--- src/wdog_pkg.sv ---
// Constants and carrier types for the millisecond watchdog
package wdog_pkg;
  // Register indices (byte address is not used; access is by index)
  localparam logic [7:0]  TIMEOUT_REG_IDX   = 8'hD6;
  localparam logic [7:0]  DISABLE_REG_IDX   = 8'hD7;
  localparam logic [31:0] DISABLE_KEY       = 32'h0D15AB1E;
  localparam logic [31:0] ENABLE_VALUE      = 32'h00000000;
  localparam logic [15:0] TIMEOUT_RESET     = 16'h03E8;
  localparam logic [15:0] COUNT_RESET       = 16'h0000;
  // Oscillator frequency setting, whole MHz
  localparam logic [6:0]  FREQ_MHZ_RESET    = 7'h19;
  localparam logic [6:0]  FREQ_MHZ_MIN      = 7'h05;
  localparam logic [6:0]  FREQ_MHZ_MAX      = 7'h64;
  // Tick period: 1 ms is 1000 us, one us is FREQ_MHZ clocks
  localparam int          TICK_US           = 1000;
  localparam logic [9:0]  TICK_US_LAST      = 10'(TICK_US - 1);
  localparam int          LO_MSB            = 15;
  localparam int          HI_LSB            = 16;

  // Register access request
  typedef struct packed {
    logic        valid;
    logic        write;
    logic [7:0]  index;
    logic [31:0] wdata;
  } reg_req_t;

  // Register access answer
  typedef struct packed {
    logic        valid;
    logic        ack;
    logic [31:0] rdata;
  } reg_rsp_t;
endpackage : wdog_pkg

--- src/millisecond_watchdog.sv ---
// Millisecond watchdog with timeout/count and disable-key registers
//
// What this block does
// Count decrements once per millisecond tick
// 16-bit timeout, reset 1000, expiry resets
// Counts only in the active power state
// Timeout write accepted only with inverted upper half
// Software writes timeout with its complement
// Accepted timeout write restarts the countdown
// Expiry of enabled watchdog resets the tile
// Live count readable in upper sixteen bits
// Writing zero to disable register enables
// Disable key resets count and stops watchdog
// Comes out of reset disabled
// Tick derived from configured oscillator MHz
`timescale 1ns/10ps
`default_nettype none
module millisecond_watchdog (
  // Clock and reset
  input  wire logic              core_clk,
  input  wire logic              srst,
  // Register access
  input  wire wdog_pkg::reg_req_t req,
  output var  wdog_pkg::reg_rsp_t rsp,
  // System state
  input  wire logic              active_power_state,
  input  wire logic [6:0]        osc_freq_mhz,
  // Reset request to the processor tile
  output var  logic              tile_reset
);
  import wdog_pkg::*;

  logic [15:0] timeout;
  logic [15:0] count;
  logic [31:0] disable_reg;
  logic        enabled;
  logic [6:0]  us_cnt;
  logic [9:0]  ms_cnt;
  logic        tick;
  logic        wr_timeout;
  logic        wr_disable;
  logic        timeout_ok;
  logic        expire;
  logic [6:0]  freq_last;

  // Write decode
  assign wr_timeout = req.valid && req.write && (req.index == TIMEOUT_REG_IDX);
  assign wr_disable = req.valid && req.write && (req.index == DISABLE_REG_IDX);
  assign timeout_ok = (req.wdata[31:HI_LSB] == ~req.wdata[LO_MSB:0]);
  assign enabled    = (disable_reg != DISABLE_KEY);
  // Clamp frequency so a bad setting cannot stall the prescaler
  assign freq_last  = ((osc_freq_mhz < FREQ_MHZ_MIN) ? FREQ_MHZ_MIN :
                       (osc_freq_mhz > FREQ_MHZ_MAX) ? FREQ_MHZ_MAX : osc_freq_mhz) - 7'h01;

  // Prescaler: microsecond then millisecond, frozen outside active state
  always_ff @(posedge core_clk) begin
    if (srst || !enabled) begin
      us_cnt <= 7'h00;
      ms_cnt <= 10'h000;
    end else if (active_power_state) begin
      if (us_cnt >= freq_last) begin
        us_cnt <= 7'h00;
        ms_cnt <= (ms_cnt == TICK_US_LAST) ? 10'h000 : ms_cnt + 10'h001;
      end else begin
        us_cnt <= us_cnt + 7'h01;
      end
    end
  end
  assign tick = enabled && active_power_state && (us_cnt >= freq_last)
                && (ms_cnt == TICK_US_LAST);

  // Timeout field
  always_ff @(posedge core_clk) begin
    if (srst) begin
      timeout <= TIMEOUT_RESET;
    end else if (wr_timeout && timeout_ok) begin
      timeout <= req.wdata[LO_MSB:0];
    end
  end

  // Disable register; key value at reset keeps the watchdog off
  always_ff @(posedge core_clk) begin
    if (srst) begin
      disable_reg <= DISABLE_KEY;
    end else if (wr_disable) begin
      disable_reg <= req.wdata;
    end
  end

  // Live count: loaded on enable or kick, decremented per tick
  assign expire = enabled && tick && (count <= 16'h0001);
  always_ff @(posedge core_clk) begin
    if (srst) begin
      count <= COUNT_RESET;
    end else if (wr_disable && req.wdata == DISABLE_KEY) begin
      count <= COUNT_RESET;
    end else if (wr_disable && req.wdata == ENABLE_VALUE && !enabled) begin
      count <= timeout;
    end else if (wr_timeout && timeout_ok) begin
      count <= req.wdata[LO_MSB:0];
    end else if (expire) begin
      count <= timeout; // Reload so the tile reset is one pulse
    end else if (tick && count != 16'h0000) begin
      count <= count - 16'h0001;
    end
  end

  // Tile reset pulse on expiry
  always_ff @(posedge core_clk) begin
    if (srst) begin
      tile_reset <= 1'b0;
    end else begin
      tile_reset <= expire;
    end
  end

  // Answer: ACK or NACK one cycle after each access
  always_ff @(posedge core_clk) begin
    if (srst) begin
      rsp <= '0;
    end else begin
      rsp.valid <= req.valid;
      rsp.ack   <= req.valid && !(wr_timeout && !timeout_ok);
      if (req.valid && !req.write && req.index == TIMEOUT_REG_IDX) begin
        rsp.rdata <= {count, timeout};
      end else if (req.valid && !req.write && req.index == DISABLE_REG_IDX) begin
        rsp.rdata <= disable_reg;
      end else begin
        rsp.rdata <= 32'h00000000;
      end
    end
  end
endmodule : millisecond_watchdog
`default_nettype wire

--- config.mk ---
export PLATFORM = sky130hd
export DESIGN_NAME = millisecond_watchdog
export DESIGN_NICKNAME = d
export VERILOG_FILES = /design/src/wdog_pkg.sv /design/src/millisecond_watchdog.sv
export SDC_FILE = /design/constraint.sdc
export NUM_CORES = 1
export LEC_CHECK = 0
export BUFFER_PORTS_ARGS = -buffer_cell sky130_fd_sc_hd__buf_4
export CORE_MARGIN = 1.5
export CORE_UTILIZATION = 62
export DETAILED_ROUTE_END_ITERATION = 8
export PLACE_DENSITY = 0.86
export SYNTH_ARGS = -nofsm -noshare
export SYNTH_HDL_FRONTEND = slang
export SYNTH_SLANG_ARGS = --single-unit
--- constraint.sdc ---
create_clock -name core_clk -period 5.7 [get_ports core_clk]
set_input_delay 0.285 -clock core_clk [delete_from_list [all_inputs] [get_ports core_clk]]
set_output_delay 0.285 -clock core_clk [all_outputs]
set_load 0.01 [all_outputs]
# Word-level counts from Yosys, hierarchy flattened
# Cells that the tools add are included.
# totals
reg_bits,116
in_bits,52
output_inout_bits,35
wordCells,62
# classes
n_addsub,4
n_lt_le_gt_ge,4
n_eq_ne,6
mux,10
n_bitwise,1
reduce_logical,28
# ops
op,n
two-way mux 16 bit,4
two-way mux 32 bit,2
== test 32 x 28 -> 1 bit (second input constant),1
logical NOT 32 bit,1
inequality test 32 x 28 -> 1 bit (second input constant),1
two-way mux 7 bit,3
logical AND 1 bit,18
== test 16 bit,1
== test 8 bit (second input constant),2
<= comparator 16 x 1 -> 1 bit (second input constant),1
inverter 16 bit,1
nonzero test 16 bit,1
subtractor 16 x 1 -> 16 bit (second input constant),1
adder 10 x 1 -> 10 bit (second input constant),1
== test 10 bit (second input constant),1
two-way mux 10 bit,1
adder 7 x 1 -> 7 bit (second input constant),1
greater-or-equal comparator 7 bit,1
greater-than comparator 7 bit (second input constant),1
less-than comparator 7 x 3 -> 1 bit (second input constant),1
subtractor 7 x 1 -> 7 bit (second input constant),1
logical NOT 1 bit,4
nonzero test 4 bit,1
AND reduction 2 bit,1
other kinds (2),2

# Longest topological paths before layout
# logic_depth
depth_word,12
mapped_depth,18
ltp_nobuf,16

# Worst setup path before layout
# OpenSTA, ideal clock, no wires.
# synth_timing
path_kind,input-to-reg
start,input port osc_freq_mhz[2]
end,register count[14]
setup_time_ps,119
t_arrival_ps,3319
t_required_ps,5581
slack_ps,2263
cell_stages,15
path_buffers,1
path_cell_list,nor3_1 -> nand2_1 -> o211ai_1 -> ha_1 -> nand2_1 -> nor3_1 -> a31oi_1 -> ha_1 -> and3_1 -> a221o_1 -> a31oi_1 -> nor4b_1 -> buf_2 -> or4_1 -> o221a_2
# synth_between
elab_chain_len,12
word_cells_on_any_way,15
classes_between,1 x add/sub; 3 x order compare; 5 x mux; 6 x reduce/logical
# synth_lines
element,line_no,source
"start, declared",millisecond_watchdog.sv:27,"input wire logic [6:0] osc_freq_mhz,"
greater-than comparator 7 bit,millisecond_watchdog.sv:53,(osc_freq_mhz > FREQ_MHZ_MAX) ? FREQ_MHZ_MAX : osc_freq_mhz) - 7'h01;
two-way mux 7 bit,millisecond_watchdog.sv:53,
two-way mux 7 bit *,millisecond_watchdog.sv:52,assign freq_last = ((osc_freq_mhz < FREQ_MHZ_MIN) ? FREQ_MHZ_MIN :
subtractor 7 x 1 -> 7 bit *,millisecond_watchdog.sv:53,
greater-or-equal comparator 7 bit *,millisecond_watchdog.sv:69,assign tick = enabled && active_power_state && (us_cnt >= freq_last)
logical AND 1 bit *,millisecond_watchdog.sv:69,
logical AND 1 bit *,millisecond_watchdog.sv:70,&& (ms_cnt == TICK_US_LAST);
logical AND 1 bit (2 in series),millisecond_watchdog.sv:91,assign expire = enabled && tick && (count <= 16'h0001);
two-way mux 16 bit,millisecond_watchdog.sv:101,end else if (expire) begin
two-way mux 16 bit,millisecond_watchdog.sv:99,end else if (wr_timeout && timeout_ok) begin
two-way mux 16 bit,millisecond_watchdog.sv:97,end else if (wr_disable && req.wdata == ENABLE_VALUE && !enabled) begin
"end signal, assigned",millisecond_watchdog.sv:98,count <= timeout;
"end signal, assigned",millisecond_watchdog.sv:100,count <= req.wdata[LO_MSB:0];
"end signal, assigned",millisecond_watchdog.sv:102,count <= timeout;
"end, declared",millisecond_watchdog.sv:34,logic [15:0] count;
# Mark *: on every way between the ends. The rest lies on a longest branch, timed or not.
# A chain may end at the register's enable or synchronous reset.

# Worst setup path in the final report
# Ends and elaborated chain as after synthesis.

==> summary.txt <==
Status
  • Run status: complete, no violations

Pwr
  • Peak supply drop: approximately 0.20 mV
  • Power Dens Cells: 291 mW/mm^2
  • Total Power: 2.05 mW
  • Leakage: around 2.8 nW

Routing
  • Routed length per instance: 19.5 microns
  • Via Count: 5705
  • WL final: 17200 microns
  • DR iter-0 viols: 850
  • DR vias/cell: 6.48
  • Routed Antenna Nets: 0
  • Number of remaining DRC errors: 0
  • DR pass1 iterations: 7

Synth
  • Post-Syn Nets: ~750
  • Synth area leader: dfxtp_1
  • Cell Area, Synth: 0.00578 sq mm
  • FF+latch count, synth: 116
  • Most frequent cells after synthesis: 116 x dfxtp_1, 115 x nand2_1, 85 x nor2_1
  • Yosys warns: 0
  • Synth Flop Type: dfxtp_1
  • Library cells used by synthesis: 57
  • Post-Syn Instances: 685
  • Register area share after synthesis: 0.402
  • Synth async-reset ratio: 0
  • Most common cell in the netlist: dfxtp_1
  • Top-area cell type share of the netlist area: 0.402
  • Post-synth EDFFs: 0
  • Synth top area cells: dfxtp_1 40%, mux2i_1 8.1%, nand2_1 7.5%, nor2_1 5.5%, xnor2_1 3.9%
  • Mean Syn Cell Area: 8.44 sq um

Critical path
  • Worst setup SP type: input port
  • Critical path launch point: osc_freq_mhz[2]
  • Reg2reg start: disable_reg[20]$_SDFFE_PP1P_
  • Worst Setup EP: count[14]$_SDFFE_PP0P_
  • CP Data Required Time: approximately 6.1 ns
  • R2R Setup Slk: 2.51 ns
  • Setup CP Type: in2reg
  • Worst Setup End Kind: register
  • RR Endpoint: count[15]$_SDFFE_PP0P_
  • Worst r2r path cells: 6
  • CP Data Arrival Time: 4.05 ns
  • Largest fanout on the critical path: 17

Clocking
  • Postcts setup bufs: 0
  • Max Root-Sink Buffers: 2
  • Post-cts sizing count: 0
  • CTS tree: built
  • Clock Pin Slew Worst Setup and Hold Paths: 0.06 ns
  • Root Buffer: clkbuf_8
  • Worst skew pair latency: 0.53 ns
  • CTS Buf Count: 17
  • Clock sinks: about 120
  • # hold bufs at CTS: 0
  • H-tree levels: 4

Place
  • Post-Place Cells: 848
  • Final HPWL DP: around 12000 microns
  • RePlAce Congestion: 0.963
  • Port bufs: between 80 and 90

STA
  • Worst slew margin relative to its limit: 0.108
  • Final Setup Violations: 0
  • Worst Max-Slew Pin Slew: 1.34 ns
  • Max frequency: 275 MHz
  • Fin crit share: 0.639
  • RSZ-0062 raised after global routing: no
  • Clock Skews: 0.00811 ns
  • Final Max Slew Viols: 0
  • Setup TNS: 0 ns
  • Fin. Hold Viols: 0
  • Final min period: about 3.6 ns

Floorplanning
  • Die W: 99.5 microns
  • Starting density of the core: 0.631
  • Rows: 35
  • Die ar.: between 0.009 and 0.01 sq mm
  • Ports: 87
  • Die Ht: around 100 microns
  • Core ar.: 0.00915 sq mm

Hold path
  • Hold WC Path Type: in2reg

Layout
  • Nets: 820
  • Area growth syn-to-layout: 22.0%
  • Share of layout cells above drive strength 1: 0.178
  • Ant diodes: 0
  • Max FFs per register: 34
  • Non-Filler Instances: 880

Global route
  • First-pass GRT wire length: 27300 microns
  • Antenna violations before repair: 0
  • Largest net degree at the start of global routing: 57
  • Gr ovfl total: 0
  • Number of global-route vias before repair: 5375
  • All-Layer GR Usage: 0.353

Job
  • Max cap viols: 0
-- layer usage --
metal | vias to the layer above | track usage | routed length [microns]
met1 | 2669 | 0.429 | 6480
li1 | 2571 | - | -
met5 | - | 0 | 0
met2 | 374 | 0.567 | 8030
met3 | 91 | 0.0942 | 1740
met4 | 0 | 0.199 | 907
-- cells by family after synthesis --
logic type                 Yosys count  synth area share
and+or+nand+nor                    326             0.282
buffers and inverters               47            0.0344
xor gates and xnor gates            43            0.0652
AOI/OAI and AO/OA                   94             0.109
adders and majority gates           12            0.0260
muxes                               47            0.0814
DFF                                116             0.402
-- cell type report --
| class | count | area, sq um |
|---|---|---|
| multi-input cells | 522 | 3270 |
| flip-flops and latches | 116 | 2320 |
| fillers | 609 | 2100 |
| repair buffers | 89 | 668 |
| clock buffers | 17 | 414 |
| clock inverters | 15 | 204 |
| well taps | 111 | 139 |
| inverters | 10 | 37.5 |
-- power breakdown --
part	leakage, nW	internal [mW]	switching (mW)
combinational	1.57	0.0513	0.0685
clock	0.292	0.714	0.406
sequential	0.935	0.812	0.000453
total	2.80	1.58	0.475
-- layout by cell type, fill, tap and decap left out, types with 15 or more instances in the layout --
cell type  Yosys  layout
dfxtp_1      116     116
mux2i_1       47      47
clkbuf_16      0      16
nand2_1      115     115
buf_4          1      89
nand3b_1      15      15
nor4_1        20      20
xor2_1        17      17
nor3_1        18      18
nand4_1       17      17
a21oi_1       41      41
nor2_1        85      84
xnor2_1       26      26
-- metrics by stage --
stage,instance area [sq um],worst slack [ns],util,hold WS (ns)
floorplan,5780,2.26,-,0.402
global placement,6430,1.86,0.703,0.456
detailed placement,6430,1.62,0.703,0.463
CTS,7050,2.08,0.770,0.0118
global route,7050,1.75,0.770,0.0291
finish,7050,2.06,0.770,0.0237
-- worst min path at each step --
| stage | start | end | cells after the start |
|---|---|---|---|
| final | req[16] | disable_reg[16]$_SDFFE_PP1P_ | 3 |
| after global routing | req[22] | disable_reg[22]$_SDFFE_PP0P_ | 3 |
| after CTS | req[16] | disable_reg[16]$_SDFFE_PP1P_ | 3 |
| after detailed placement | disable_reg[10]$_SDFFE_PP0P_ | disable_reg[10]$_SDFFE_PP0P_ | 2 |
| after global placement | disable_reg[21]$_SDFFE_PP0P_ | disable_reg[21]$_SDFFE_PP0P_ | 2 |
| after floorplan | req[5] | timeout[5]$_SDFFE_PP1P_ | 2 |
-- worst max-delay path, stage by stage --
cell and delay (ns):
buf_4 0.13, nor3_1 0.30, nand2_1 0.10, o211ai_1 0.13
ha_1 0.27, nand2_1 0.09, nor3_1 0.14, a31oi_1 0.08
ha_1 0.29, and3_1 0.20, a221o_1 0.29, a31oi_1 0.51
nor4b_2 0.12, buf_4 0.25, or4_1 0.55, o221a_2 0.30
Note: power is estimated with default switching activity, not from simulation.
